File: src/rtl/acpc_map.svh
`ifndef ACPC_MAP_SVH
`define ACPC_MAP_SVH

// conversion time in ns, typical
`define ACPC_CONV_TIME_NS    500
// clock period in ns
`define ACPC_CLK_PERIOD_NS   10
// conversion length in cycles
`define ACPC_CONV_CYCLES     (`ACPC_CONV_TIME_NS / `ACPC_CLK_PERIOD_NS)
// channel count and code width
`define ACPC_NUM_CHANNELS    8
`define ACPC_CODE_WIDTH      16
// reset value of the selected channel
`define ACPC_CHAN_RESET      3'h0
// reset value of the span code
`define ACPC_SPAN_RESET      3'h7
// bit of the span code that marks a bipolar range
`define ACPC_SPAN_BIPOLAR_BIT 1

`endif

File: src/rtl/acpc_pkg.sv
package acpc_pkg;

    // controller states
    typedef enum logic [1:0]
    {
        ACPC_IDLE,
        ACPC_CONVERT,
        ACPC_POWERED_DOWN
    } acpc_state_e;

    // one conversion request as latched at its start
    typedef struct packed
    {
        logic [2:0] channel;
        logic [2:0] span;
    } acpc_request_s;

    // one finished result
    typedef struct packed
    {
        logic [15:0] code;
        logic [2:0]  channel;
        logic [2:0]  span;
    } acpc_result_s;

endpackage : acpc_pkg

File: src/rtl/acpc_sync.sv
`timescale 1ns/1ns
`default_nettype none

// two-flop synchroniser with a registered rising-edge detect
module acpc_sync
(
    input  wire logic core_clk_i,
    input  wire logic nrst_i,
    input  wire logic async_i,
    output logic      level_o,
    output logic      rise_o
);

    // state of the synchroniser
    typedef struct packed
    {
        logic meta;
        logic level;
        logic prev;
    } acpc_sync_s;

    acpc_sync_s st;      // registered state
    acpc_sync_s next_st; // next state

    ////////////////////////////////////////////////////////////////////////////
    // next state: meta only feeds level
    always_comb
    begin
        next_st       = st;
        next_st.meta  = async_i;
        next_st.level = st.meta;
        next_st.prev  = st.level;
    end

    ////////////////////////////////////////////////////////////////////////////
    // state register
    always_ff @(posedge core_clk_i or negedge nrst_i)
    begin
        if (!nrst_i)
        begin
            st <= '0;
        end
        else
        begin
            st <= next_st;
        end
    end

    assign level_o = st.level;
    assign rise_o  = st.level & ~st.prev;

endmodule : acpc_sync

`default_nettype wire

File: src/rtl/acpc_ctrl.sv
`include "acpc_map.svh"
`timescale 1ns/1ns
`default_nettype none

module acpc_ctrl
#(
    parameter int CONV_CYCLES = `ACPC_CONV_CYCLES, // cycles per conversion
    parameter int CODE_WIDTH  = `ACPC_CODE_WIDTH   // result width
)
(
    input  wire logic                         core_clk_i,
    input  wire logic                         nrst_i,
    input  wire logic                         conversion_start_i,  // pin
    input  wire logic                         power_down_input_i,  // pin
    input  wire logic                         lvds_select_i,       // strap
    input  wire logic                         serial_cs_n_i,       // unused by start
    input  wire logic [2:0]                   channel_select_i,    // next channel
    input  wire logic [2:0]                   input_span_code_i,   // next span
    input  wire logic [CODE_WIDTH-1:0]        channel_positive_inputs_i [8],
    input  wire logic [CODE_WIDTH-1:0]        channel_negative_inputs_i [8],
    output logic                              busy_o,
    output logic                              sample_hold_o,
    output logic                              powered_down_o,
    output logic                              global_reset_o,
    output logic                              lvds_mode_o,
    output logic                              result_valid_o,
    output acpc_pkg::acpc_result_s            result_o
);

    localparam int CW = $clog2(CONV_CYCLES + 1); // counter width

    // whole block state
    typedef struct packed
    {
        acpc_pkg::acpc_state_e   state;
        logic [CW-1:0]           count;    // cycles left in conversion
        acpc_pkg::acpc_request_s req;      // latched channel and span
        logic                    pd_armed; // one pd pulse seen, no conversion yet
        logic                    greset;   // global reset pulse
        logic                    lvds;     // synchronised io standard
        logic                    valid;    // result strobe
        acpc_pkg::acpc_result_s  result;   // last result
    } acpc_ctrl_s;

    acpc_ctrl_s st;      // registered state
    acpc_ctrl_s next_st; // next state

    logic start_rise; // synchronised start edge
    logic pd_level;   // synchronised power-down level
    logic pd_rise;    // synchronised power-down edge
    logic lvds_level; // synchronised strap

    ////////////////////////////////////////////////////////////////////////////
    // pin synchronisers

    // start edge; chip select never gates it
    acpc_sync u_sync_start
    (
        .core_clk_i (core_clk_i),
        .nrst_i     (nrst_i),
        .async_i    (conversion_start_i),
        .level_o    (),
        .rise_o     (start_rise)
    );

    // power-down level and edge
    acpc_sync u_sync_pd
    (
        .core_clk_i (core_clk_i),
        .nrst_i     (nrst_i),
        .async_i    (power_down_input_i),
        .level_o    (pd_level),
        .rise_o     (pd_rise)
    );

    // io standard strap
    acpc_sync u_sync_lvds
    (
        .core_clk_i (core_clk_i),
        .nrst_i     (nrst_i),
        .async_i    (lvds_select_i),
        .level_o    (lvds_level),
        .rise_o     ()
    );

    ////////////////////////////////////////////////////////////////////////////
    // digitise selected differential pair in the span's format
    function automatic logic [CODE_WIDTH-1:0] convert
    (
        input logic [CODE_WIDTH-1:0] pos,
        input logic [CODE_WIDTH-1:0] neg,
        input logic [2:0]            span
    );
        logic [CODE_WIDTH-1:0] diff;
        diff = pos - neg;
        if (span[`ACPC_SPAN_BIPOLAR_BIT])
        begin
            // spans 7,6,3,2: signed, -1 is all ones
            convert = diff;
        end
        else
        begin
            // spans 5,4,1,0: straight binary, negative clamps to zero
            convert = (pos < neg) ? '0 : diff;
        end
    endfunction : convert

    ////////////////////////////////////////////////////////////////////////////
    // next-state logic
    always_comb
    begin
        next_st        = st;
        next_st.valid  = 1'b0;
        next_st.greset = 1'b0;
        // io standard follows the synchronised strap; a one-shot capture
        // would latch the sync's reset value instead of the pin
        next_st.lvds   = lvds_level;
        // second pd pulse with no conversion between: global reset
        if (pd_rise)
        begin
            if (st.pd_armed)
            begin
                next_st.greset   = 1'b1;
                next_st.pd_armed = 1'b0;
            end
            else
            begin
                next_st.pd_armed = 1'b1;
            end
        end
        case (st.state)
            acpc_pkg::ACPC_IDLE:
            begin
                if (pd_level)
                begin
                    // powered down, start edges dropped
                    next_st.state = acpc_pkg::ACPC_POWERED_DOWN;
                end
                else if (start_rise)
                begin
                    // hold and start conversion of selected channel
                    next_st.state       = acpc_pkg::ACPC_CONVERT;
                    next_st.count       = CW'(CONV_CYCLES - 1);
                    next_st.req.channel = channel_select_i;
                    next_st.req.span    = input_span_code_i;
                    next_st.pd_armed    = 1'b0;
                end
            end
            acpc_pkg::ACPC_CONVERT:
            begin
                // counter times the conversion
                if (st.count == '0)
                begin
                    next_st.valid          = 1'b1;
                    next_st.result.channel = st.req.channel;
                    next_st.result.span    = st.req.span;
                    next_st.result.code    = convert(
                        channel_positive_inputs_i[st.req.channel],
                        channel_negative_inputs_i[st.req.channel],
                        st.req.span);
                    // pending power-down taken only after the end
                    next_st.state = pd_level ? acpc_pkg::ACPC_POWERED_DOWN
                                             : acpc_pkg::ACPC_IDLE;
                end
                else
                begin
                    next_st.count = st.count - CW'(1);
                end
            end
            acpc_pkg::ACPC_POWERED_DOWN:
            begin
                // leave once pd drops; edges meanwhile ignored
                if (!pd_level)
                begin
                    next_st.state = acpc_pkg::ACPC_IDLE;
                end
            end
            default:
            begin
                next_st.state = acpc_pkg::ACPC_IDLE;
            end
        endcase
        // global reset returns everything to power-on values except state, which goes to powered-down, not idle, and lvds, which follows the strap
        if (st.greset)
        begin
            next_st             = '0;
            next_st.state       = acpc_pkg::ACPC_POWERED_DOWN;
            next_st.req.channel = `ACPC_CHAN_RESET;
            next_st.req.span    = `ACPC_SPAN_RESET;
            next_st.lvds        = lvds_level; // strap is a pin, not state
        end
    end

    ////////////////////////////////////////////////////////////////////////////
    // state register
    always_ff @(posedge core_clk_i or negedge nrst_i)
    begin
        if (!nrst_i)
        begin
            st             <= '0;
            st.state       <= acpc_pkg::ACPC_IDLE;
            st.req.channel <= `ACPC_CHAN_RESET;
            st.req.span    <= `ACPC_SPAN_RESET;
        end
        else
        begin
            st <= next_st;
        end
    end

    ////////////////////////////////////////////////////////////////////////////
    // outputs
    assign busy_o         = (st.state == acpc_pkg::ACPC_CONVERT);
    assign sample_hold_o  = (st.state == acpc_pkg::ACPC_CONVERT);
    assign powered_down_o = (st.state == acpc_pkg::ACPC_POWERED_DOWN);
    assign global_reset_o = st.greset;
    assign lvds_mode_o    = st.lvds;
    assign result_valid_o = st.valid;
    assign result_o       = st.result;

endmodule : acpc_ctrl

`default_nettype wire

File: config.mk
export PLATFORM = sky130hd
export DESIGN_NAME = acpc_ctrl
export DESIGN_NICKNAME = d
export VERILOG_FILES = /design/src/rtl/acpc_pkg.sv /design/src/rtl/acpc_sync.sv /design/src/rtl/acpc_ctrl.sv
export VERILOG_INCLUDE_DIRS = /design/src /design/src/rtl
export SDC_FILE = /design/constraint.sdc
export NUM_CORES = 1
export LEC_CHECK = 0
export ABC_AREA = 1
export BUFFER_PORTS_ARGS = -buffer_cell sky130_fd_sc_hd__buf_2
export CORE_MARGIN = 10
export CORE_UTILIZATION = 35
export DETAILED_ROUTE_END_ITERATION = 10
export GPL_TIMING_DRIVEN = 0
export PLACE_DENSITY = 0.69
export SYNTH_ARGS = -nofsm -noshare
export SYNTH_HDL_FRONTEND = slang
export SYNTH_HIERARCHICAL = 1
export SYNTH_SLANG_ARGS = --single-unit
File: constraint.sdc
create_clock -name core_clk_i -period 3 [get_ports core_clk_i]
set_input_delay 0.3 -clock core_clk_i [delete_from_list [all_inputs] [get_ports core_clk_i]]
set_output_delay 0.3 -clock core_clk_i [all_outputs]
set_load 0.005 [all_outputs]
## Yosys cells after proc, flatten, opt, wreduce, memory -nomap -nowiden

Index checks and enable logic that the tools add are counted.

| word-level totals | value |
|---|---|
| bits in registers | 48 |
| input bits | 268 |
| output and inout bits | 28 |
| word-level logic and storage cells | 72 |

| cells by class | value |
|---|---|
| add/sub/neg operators | 2 |
| $lt $le $gt $ge | 2 |
| eq/ne operators | 9 |
| muxes and demuxes | 24 |
| bitwise operators | 5 |
| reductions and logical operators | 11 |

Operator list:

| kind | count |
|---|---|
| $bmux W16 S3 | 2 |
| $mux W16 | 6 |
| $mux W23 | 2 |
| $mux W40 | 1 |
| $lt A16 B16 Y1 | 1 |
| $sub A16 B16 Y16 | 1 |
| $mux W15 | 1 |
| $mux W13 | 1 |
| $ne A3 B3 Y1 const B | 4 |
| $pmux W6 S2 | 1 |
| $mux W2 | 5 |
| $reduce_bool A2 Y1 | 4 |
| $mux W7 | 1 |
| $logic_not A6 Y1 | 1 |
| $mux W6 | 1 |
| $pmux W2 S3 | 1 |
| $reduce_and A3 Y1 | 2 |
| $sub A6 B1 Y6 const B | 1 |
| $ge A4 B4 Y1 const B | 1 |
| $ne A4 B3 Y1 const B | 1 |
| $not A3 Y4 | 1 |
| $reduce_and A4 Y1 | 1 |
| $ne A3 B1 Y1 const B | 1 |
| $reduce_bool A3 Y1 | 1 |
| other kinds (8) | 11 |

## Longest topological paths before layout

Gate-level depths: netlist (run 1).

| depth | value |
|---|---|
| word-level depth | 10 |
| mapped depth | 21 |

## By module

The synthesis (run 1) kept the hierarchy.

By module, submodules not included:

| module | times used | cells each | area each (um^2) |
|---|---|---|---|
| acpc_ctrl | 1 | 852 | 5028.6 |
| acpc_sync | 3 | 5 | 85.1 |

## Worst setup path after synthesis (run 1)

Ideal clock, no wire load.

| timing path | value |
|---|---|
| path type | reg2reg |
| start | reg st[29] in the netlist's numbering |
| end | reg st, in the netlist result_o[15] |
| arrival time | 2614 ps |
| required time | 2935 ps |
| slack | 321 ps |
| cell stages (with the launch flop) | 19 |
| path buffers | 3 |
| period minus slack after synthesis | 2679 ps |
| path through | dfrtp_1 > buf_4 > inv_4 > buf_6 > buf_4 > nor2_1 > o221ai_1 > o21ai_0 > ha_1 > fa_1 > inv_1 > nand2_1 > nand2_1 > nand3_1 > nand2_2 > nand3_4 > a21oi_4 > nand2_1 > nand2_1 |

| on the way | value |
|---|---|
| word-level cells in the longest chain between the ends | 10 |

RTL lines:

| element | RTL line | RTL |
|---|---|---|
| start, declared | acpc_ctrl.sv:45 | `acpc_ctrl_s st;` |
| start signal, assigned | acpc_ctrl.sv:207 | `st <= next_st;` |
| $not A3 Y4 (not written as such) * | acpc_ctrl.sv:158, acpc_ctrl.sv:159 |  |
| $bmux W16 S3 (on tied branches) | acpc_ctrl.sv:158, acpc_ctrl.sv:159 |  |
| $mux W16 (on tied branches) (2 in series) | acpc_ctrl.sv:158, acpc_ctrl.sv:159 |  |
| $sub A16 B16 Y16 or $lt A16 B16 Y1 (tied branches) | acpc_ctrl.sv:95, acpc_ctrl.sv:104 |  |
| $mux W16 | acpc_ctrl.sv:104 | `convert = (pos < neg) ? '0 : diff;` |
| $mux W16 * | acpc_ctrl.sv:96 | `` if (span[`ACPC_SPAN_BIPOLAR_BIT]) `` |
| $mux W23 * | acpc_ctrl.sv:152 | `if (st.count == '0)` |
| $mux W23 * | acpc_ctrl.sv:131 | `case (st.state)` |
| $mux W40 * | acpc_ctrl.sv:184 | `if (st.greset)` |

Every way passes the cells marked *; elsewhere a longest branch is shown, timed or not. The select of a mux whose other input is x is not followed.
A chain may end at the register's enable or synchronous reset.

## Worst setup path after layout (run 1)

| timing path | value |
|---|---|
| start | reg st[29] in the netlist's numbering |
| end | reg st, in the netlist result_o[18] |

The elaborated chain is that of the path after synthesis.

==> flow_metrics.tcl, run 1 <==
set metrics [dict create \
    clock_latency_ns 0.29 \
    powerDensity_mw_per_mm2 1300 \
    cpPeakStageDelay_ns 0.45 \
    rrSetupSlack_ns 0.12 \
    crit_required_ns 3.23 \
    hold_buffers 0 \
    met1_usage_pct 28.5 \
    vias 7039 \
    grt_pass1_wl_microns 37800 \
    grt_max_degree 49 \
    hold_ws_ns 0.114 \
    finalPower_mw 9.47 \
    vias_per_cell 5.16 \
    place_ws_ns -0.235 \
    slew_viol_final 0 \
    synthesis.area_sq_mm 0.00525 \
    setup_ws_ns 0.117 \
    synthCells 864 \
    grt_remaining_overflow 0 \
    reg2reg_depth 14 \
    antenna_found_initial 10 \
    crit_slowest_cell "dfrtp_2" \
    antenna_left 0 \
    start_util_pct 36.0 \
    cts.sinks 48 \
    dieWidth_microns 142 \
    finalCriticalPeriod_ns 2.88 \
    cts_tree "built" \
    reg2reg_from "st[29]" \
    setup_viol 0 \
    r2r_end "result_o[18]" \
    grt_pass1_vias 6902 \
    cts_buffers 5 \
    hpwl_microns 21600 \
    drc 0 \
    cp_num_cells 14 \
    hp-class "in -> reg" \
    areaGrowthSynthToFinish_pct 38.6 \
    htreeDepth 2 \
    rows 44 \
    clock_skew_ns 0.00312 \
    clockRootBuffer "clkbuf_16" \
    die_h_microns 142 \
    use_met3_pct 6.91 \
    layout-drive-gt1-share_pct 35.7 \
    crit_type "reg -> reg" \
    worstSetupEndpoint "result_o[18]" \
    timing.fmax_ghz 0.347 \
    power.leakage_nw 4.04 \
    path_max_fanout 10 \
    path_delay_family "compound AO/OA/AOI/OAI gates" \
    drtIter0Drc 535 \
    grtUsageTotal_pct 23.4 \
    ys_warn_count 6 \
    crit_chain "buf_8 -> inv_4 -> buf_6 -> buf_2 -> nor2_1 -> o221ai_1 -> o21ai_1 -> ha_1 -> inv_1 -> nor3_4 -> a21oi_2 -> a21oi_4 -> nand2_1 -> nand2_1" \
    wl_per_cell_microns 18.4 \
    globalplace.congestion 0.956 \
    met2_usage_pct 37.8 \
    drv_cap 0 \
    fillers 1594 \
    relSlewSlack_pct 32.7 \
    clkTransAtPathRegs_ns 0.07 \
    avgSynthCellArea_sq_um 6.07 \
    arrival_ns 3.11 \
    portBuffers 294 \
    path_buf_inv 5 \
    status "finished clean" \
    startpoint_type "flop" \
    clock_path_buffers 2 \
    endpoint_kind "flop" \
    cp_common_cell "nand2_1" \
    die-area_sq_mm 0.0203 \
    totalWireLength_microns 25100 \
    core_area_sq_mm 0.0146 \
    nNetsFinal 1457 \
    ir_drop_v 0.000521 \
    grt_setup_unrepaired "yes" \
    tightest_slew_ns 1.01 \
    crit_start "st[29]" \
    dr.pass1.iters 5 \
    fin_crit_sh_pct 96.1 \
    synth_nets 1152 \
    io_pins 296 \
    hold_viol_final 0 \
    grt_busiest_layer "met2" \
]
[layer usage]
| metal | routed length (microns) | share of wire [%] |
|---|---|---|
| met2 | 11700 | 47 |
| met5 | 20 | 0.080 |
| met1 | 9900 | 39 |
| met4 | 881 | 3.5 |
| met3 | 2630 | 10 |
[report_power, final]
group          switching (mW)  total (mW)  internal, mW  leakage (nW)
registers               0.127       0.996         0.870         0.620
logic                    5.02        7.93          2.91          3.35
clock network           0.241       0.553         0.312        0.0742
[through the flow]
step | util (%) | instances | area [sq um] | setup TNS [ns]
after floorplan | - | 864 | 5250 | 0
after global placement | 47.6 | 1342 | 6950 | -3.16
after detailed placement | 47.6 | 1342 | 6950 | -3.32
after CTS | 49.0 | 1353 | 7150 | 0
after global routing | 49.9 | 1363 | 7270 | -0.243
final | 49.9 | 1364 | 7280 | 0
[repair_timing]
item                                    4_1_cts  5_1_grt
pin swaps                                     1        6
hold endpoints to repair                      0        0
gates resized for setup                      18       54
endpoints found under the setup margin       16       16
setup buffers                                 3        1
[worst min path at each step]
| stage | depth (start not counted) | to | startpoint | slack [ns] |
|---|---|---|---|---|
| floorplan | 0 | global_reset_o | nrst_i | 0.004 |
| global placement | 0 | u_sync_lvds/level_o | u_sync_lvds/next_st[1] | 0.33 |
| detailed placement | 0 | u_sync_pd/level_o | u_sync_pd/next_st[1] | 0.35 |
| CTS | 1 | u_sync_pd/next_st[1] | power_down_input_i | 0.11 |
| global route | 1 | u_sync_lvds/next_st[1] | lvds_select_i | 0.11 |
| finish | 1 | u_sync_lvds/next_st[1] | lvds_select_i | 0.11 |
[flip-flops by register name, summed over array words and instances (netlist names)]
name / flops
result_o: 22
st: 15
global_reset_o: 1
lvds_mode_o: 1
result_valid_o: 1
u_sync_lvds/level_o: 1
u_sync_lvds/next_st: 1
u_sync_pd/level_o: 1
u_sync_pd/next_st: 1
u_sync_pd/st: 1
u_sync_start/level_o: 1
u_sync_start/next_st: 1
u_sync_start/st: 1
[cells in the final DEF, fill, tap and decap left out, drive strengths merged, types with 2 or more instances in the layout]
cell type,count
buf,344
nand4,3
nor3,4
o221ai,15
ha,19
diode,10
inv,79
and2,2
dfrtp,45
o22ai,50
nand2,195
dfstp,3
clkbuf,34
o21ai,172
a21oi,15
nor2,155
xnor2,4
xor2,3
nand3,21
clkinv,2
nand3b,3
[cell type report]
| type | count | area (sq um) | share of cell area [%] |
|---|---|---|---|
| Antenna cell | 10 | 25.0 | 0.344 |
| Buffer | 75 | 518 | 7.12 |
| Multi-Input combinational cell | 663 | 3350 | 46.1 |
| Tap cell | 184 | 230 | 3.16 |
| Clock buffer | 5 | 125 | 1.72 |
| Sequential cell | 48 | 1210 | 16.6 |
| Timing Repair Buffer | 298 | 1500 | 20.6 |
| Inverter | 78 | 295 | 4.06 |
| Clock inverter | 3 | 22.5 | 0.309 |
No activity file was read; power rests on OpenSTA's default activity.
==> run 2, diff against run 1 <==
--- a/config.mk
+++ b/config.mk
@@ -8,11 +8,13 @@
 export LEC_CHECK = 0
 export ABC_AREA = 1
 export BUFFER_PORTS_ARGS = -buffer_cell sky130_fd_sc_hd__buf_2
+export CELL_PAD_IN_SITES_DETAIL_PLACEMENT = 0
+export CELL_PAD_IN_SITES_GLOBAL_PLACEMENT = 1
 export CORE_MARGIN = 10
-export CORE_UTILIZATION = 35
+export CORE_UTILIZATION = 29
 export DETAILED_ROUTE_END_ITERATION = 10
 export GPL_TIMING_DRIVEN = 0
-export PLACE_DENSITY = 0.69
+export PLACE_DENSITY = 0.84
 export SYNTH_ARGS = -nofsm -noshare
 export SYNTH_HDL_FRONTEND = slang
 export SYNTH_HIERARCHICAL = 1
==> run 2 against run 1 <==
Net effect: sequential share of layout area fell by 0.35 points; worst setup slack improved by 0.026 ns; register-to-register slack improved by 0.03 ns; clock-buffer cell count rose by 1; sequential power barely moved; non-clock buffer count rose by 4; via count fell by 0.85%; first-iteration DRC count fell by 7.5%; critical path depth did not move.
==> flow_metrics.tcl, run 2 (synthesized netlist as in run 1, its figures left out) <==
set metrics [dict create \
    status "finished clean" \
    cts_tree "built" \
    layout-drive-gt1-share_pct 36.7 \
    grtUsageTotal_pct 20.9 \
    largest_reg_flops 22 \
    die-area_sq_mm 0.0239 \
    crit_type "reg -> reg" \
    antenna_left 0 \
    drc 0 \
    areaGrowthSynthToFinish_pct 41.6 \
    hpwl_microns 22800 \
    totalWireLength_microns 26600 \
    path_max_fanout 10 \
    fin_crit_sh_pct 95.2 \
    hold_viol_final 0 \
    grt_remaining_overflow 0 \
    portBuffers 294 \
    hold_buffers 0 \
    core_area_sq_mm 0.0179 \
    rrSetupSlack_ns 0.14 \
    arrival_ns 3.08 \
    finalCriticalPeriod_ns 2.86 \
    grt_pass1_vias 7062 \
    nNetsFinal 1461 \
    endpoint_kind "flop" \
    globalplace.congestion 0.980 \
    vias_per_cell 4.95 \
    die_h_microns 155 \
    cts_buffers 5 \
    cpPeakStageDelay_ns 0.43 \
    crit_slowest_cell "dfrtp_2" \
    hp-class "in -> reg" \
    grt_pass1_wl_microns 39600 \
    tightest_slew_ns 1.02 \
    crit_required_ns 3.23 \
    power.leakage_nw 4.08 \
    htreeDepth 2 \
    worstSetupEndpoint "result_o[19]" \
    ir_drop_v 0.000467 \
    dp.cells 1387 \
    dieWidth_microns 155 \
    powerDensity_mw_per_mm2 1330 \
    fillers 2004 \
    dr.pass1.iters 5 \
    antenna_found_initial 7 \
    final_cells 1410 \
    io_pins 296 \
    rows 49 \
    slew_viol_final 0 \
    grt_setup_unrepaired "yes" \
    timing.fmax_ghz 0.350 \
    crit_start "st[29]" \
    design_area_sq_mm 0.00743 \
    setup_viol 0 \
    clock_latency_ns 0.29 \
    grt_max_degree 49 \
    placed_area_sq_mm 0.00701 \
    drtIter0Drc 495 \
    final_util_pct 41.5 \
    relSlewSlack_pct 32.2 \
    clock_skew_ns 0.00622 \
    clockRootBuffer "clkbuf_16" \
    reg2reg_depth 14 \
    startpoint_type "flop" \
    r2r_end "result_o[19]" \
    layout_common_cells "buf_2 (300), nand2_1 (186), nor2_1 (149), o21ai_0 (139), inv_1 (73)" \
    start_util_pct 29.3 \
    clkTransAtPathRegs_ns 0.06 \
    crit_chain "buf_8 -> inv_6 -> buf_6 -> clkbuf_4 -> nor2_1 -> o221ai_1 -> o21ai_1 -> ha_4 -> nand2_2 -> nor3_4 -> a21oi_4 -> a21oi_4 -> nand2_1 -> nand2_1" \
    drv_cap 0 \
    vias 6979 \
    wl_per_cell_microns 18.9 \
    reg2reg_from "st[29]" \
    cts.sinks 48 \
    final_common_cell "buf_2" \
    clock_path_buffers 2 \
]
## run 2: critical path: cells and delay by family (launching register included)
family                     cells  cell delay (ns)
AOI/OAI and AO/OA              4             0.78
buffers and inverters          4             0.60
and+or+nand+nor                5             0.58
DFF                            1             0.43
adders and majority gates      1             0.37
## run 2: cell type report
| type | instances | area [sq um] | area share, % |
|---|---|---|---|
| antenna | 7 | 17.5 | 0.236 |
| timing repair buffer | 302 | 1550 | 20.8 |
| tap | 229 | 287 | 3.85 |
| multi-input combinational | 663 | 3420 | 46.0 |
| sequential | 48 | 1210 | 16.2 |
| clock buffer | 6 | 129 | 1.73 |
| inverter | 78 | 298 | 4.01 |
| clock inverter | 2 | 12.5 | 0.168 |
| buffer | 75 | 518 | 6.97 |
## run 2: what timing repair did
item,4_1_cts,5_1_grt
gates resized for setup,15,78
cloned,0,1
hold endpoints to repair,0,0
setup buffers,2,5
setup endpoints to repair,16,16
pin swaps,2,15
## run 2: worst min path at each step
stage	from	end	cells past startpoint
finish	power_down_input_i	u_sync_pd/next_st[1]	1
global route	lvds_select_i	u_sync_lvds/next_st[1]	1
CTS	power_down_input_i	u_sync_pd/next_st[1]	1
detailed placement	u_sync_lvds/level_o	lvds_mode_o	0
global placement	u_sync_lvds/next_st[1]	u_sync_lvds/level_o	0
floorplan	nrst_i	global_reset_o	0
## run 2: layer usage
metal	up-vias	share of wire (%)	GRT usage [%]
met5	-	0.041	0
met4	2	3.3	7.38
met3	49	8.6	5.82
met2	317	47	35.0
met1	3132	41	24.9
li1	3479	-	-
## run 2: power by group
part | switching (mW) | internal, mW
logic | 5.19 | 3.14
registers | 0.126 | 0.870
clock network | 0.230 | 0.307
total | 5.55 | 4.31
## run 2: stage by stage
step / power (mW) / setup WS [ns] / TNS, ns / hold slack (ns)
2_1_floorplan: 6.55 / 0.321 / 0 / 0.00441
3_3_place_gp: 8.66 / -0.297 / -4.41 / 0.331
3_5_place_dp: 8.69 / -0.318 / -4.75 / 0.335
4_1_cts: 9.37 / 0.0175 / 0 / 0.114
5_1_grt: 11.0 / -0.00601 / -0.0111 / 0.114
6_report: 9.86 / 0.143 / 0 / 0.121
==> run 3, diff against run 2 <==
--- a/config.mk
+++ b/config.mk
@@ -14,6 +14,7 @@
 export CORE_UTILIZATION = 29
 export DETAILED_ROUTE_END_ITERATION = 10
 export GPL_TIMING_DRIVEN = 0
+export MAX_ROUTING_LAYER = met4
 export PLACE_DENSITY = 0.84
 export SYNTH_ARGS = -nofsm -noshare
 export SYNTH_HDL_FRONTEND = slang
==> run 3 against run 2 <==
Net effect: register-to-register slack worse by 0.02 ns; sequential power is essentially flat; cell area is 1.4% higher; critical path type unchanged; wire length increased by 0.51%; power up 2.9%; largest cell class unchanged; core utilization rose by 0.59 points; clock power is 21% higher; combinational power grew 2%; first-iteration DRC count down 8.9%; largest power group unchanged; die area did not move; sequential share of layout area is 0.25 points lower; critical path depth is the same.
==> flow_metrics.tcl, run 3 (synthesized netlist as in run 1, its figures left out) <==
set metrics [dict create \
    status "finished clean" \
    drv_cap 0 \
    hold_viol_final 0 \
    grtUsageTotal_pct 21.4 \
    reg2reg_from "st[29]" \
    grt_pass1_vias 7159 \
    powerDensity_mw_per_mm2 1350 \
    hpwl_microns 22800 \
    layout_common_cells "buf_2 (298), nand2_1 (186), nor2_1 (150), o21ai_0 (132), inv_1 (72)" \
    portBuffers 294 \
    layout-drive-gt1-share_pct 37.2 \
    wl_per_cell_microns 18.9 \
    clockRootBuffer "clkbuf_16" \
    met2_usage_pct 34.8 \
    relSlewSlack_pct 31.4 \
    cts_buffers 5 \
    rrSetupSlack_ns 0.12 \
    largest_reg_flops 22 \
    grt_busiest_layer "met2" \
    final_cells 1418 \
    crit_required_ns 3.22 \
    grt_setup_unrepaired "yes" \
    setup-tns-final_ns 0 \
    antenna_left 0 \
    hold_buffers 0 \
    dieWidth_microns 155 \
    grt_remaining_overflow 0 \
    drc 0 \
    clock_skew_ns 0.00254 \
    hp-class "in -> reg" \
    final_util_pct 42.1 \
    areaGrowthSynthToFinish_pct 43.6 \
    path_max_fanout 10 \
    setup_viol 0 \
    cts.sinks 48 \
    met1_usage_pct 25.9 \
    htreeDepth 2 \
    clock_latency_ns 0.28 \
    die-area_sq_mm 0.0239 \
    cts_tree "built" \
    hold_ws_ns 0.121 \
    startpoint_type "flop" \
    crit_start "st[29]" \
    vias_per_cell 4.96 \
    grt_pass1_wl_microns 39700 \
    nNetsFinal 1466 \
    ir_drop_v 0.000586 \
    tightest_slew_ns 1.03 \
    vias 7029 \
    io_pins 296 \
    antenna_found_initial 10 \
    arrival_ns 3.10 \
    finalCriticalPeriod_ns 2.88 \
    clkTransAtPathRegs_ns 0.06 \
    r2r_end "result_o[20]" \
    final_common_cell "buf_2" \
    slew_viol_final 0 \
    core_area_sq_mm 0.0179 \
    die_h_microns 155 \
    reg2reg_depth 14 \
    clock_path_buffers 2 \
    dr.pass1.iters 5 \
    totalWireLength_microns 26700 \
    start_util_pct 29.3 \
    endpoint_kind "flop" \
    crit_type "reg -> reg" \
    finalPower_mw 10.1 \
    fin_crit_sh_pct 95.9 \
    grt_max_degree 49 \
    power.leakage_nw 4.11 \
    drtIter0Drc 451 \
    dp.cells 1387 \
    rows 49 \
    globalplace.congestion 0.988 \
    worstSetupEndpoint "result_o[20]" \
    timing.fmax_ghz 0.348 \
    use_met3_pct 4.27 \
]
-- run 3: worst min path at each step --
stage / start / end / slack [ns] / cells past startpoint
3_5_place_dp: u_sync_start/next_st[1] / u_sync_start/level_o / 0.33 / 0
4_1_cts: power_down_input_i / u_sync_pd/next_st[1] / 0.12 / 1
6_report: power_down_input_i / u_sync_pd/next_st[1] / 0.12 / 1
5_1_grt: power_down_input_i / u_sync_pd/next_st[1] / 0.12 / 1
2_1_floorplan: nrst_i / global_reset_o / 0.004 / 0
3_3_place_gp: u_sync_lvds/next_st[1] / u_sync_lvds/level_o / 0.33 / 0
-- run 3: power by group --
part	switching [mW]	internal (mW)
Clock	0.234	0.417
Combinational	5.26	3.24
Sequential	0.126	0.869
Total	5.62	4.52
-- run 3: worst max-delay path, stage by stage (launching register included) --
cell and delay, ns:
dfrtp_1 0.41, buf_6 0.15, inv_4 0.07, buf_6 0.14, clkbuf_4 0.21, nor2_1 0.06, o221ai_1 0.22, o21ai_1 0.16
ha_2 0.42, nand2_1 0.14, nor3_4 0.31, a21oi_4 0.12, a21oi_4 0.23, nand2_1 0.09, nand2_1 0.07
-- run 3: per-stage QoR --
step / setup slack (ns) / cell area [sq um]
after global routing: -0.0198 / 7540
final: 0.124 / 7540
after global placement: -0.248 / 7010
after CTS: 0.00924 / 7240
after floorplan: 0.321 / 5250
after detailed placement: -0.266 / 7010
-- run 3: final cells by class --
class,instances,area [sq um]
sequential,48,1200
tap,229,287
fill,2029,10400
timing repair buffer,308,1600
antenna,10,25.0
clock buffer,6,139
multi-input combinational,663,3420
buffer,74,524
clock inverter,2,38.8
inverter,78,295
-- run 3: per-layer routing --
metal	routed length, microns	share of wire, %
met2	12600	47
met5	0	0
met1	11300	42
met3	1980	7.4
met4	899	3.4
-- run 3: repair_timing --
item                                    4_1_cts  5_1_grt
pin swaps                                     2       15
gates resized for setup                      14       87
buffers inserted                              3       11
endpoints found under the setup margin       16       16
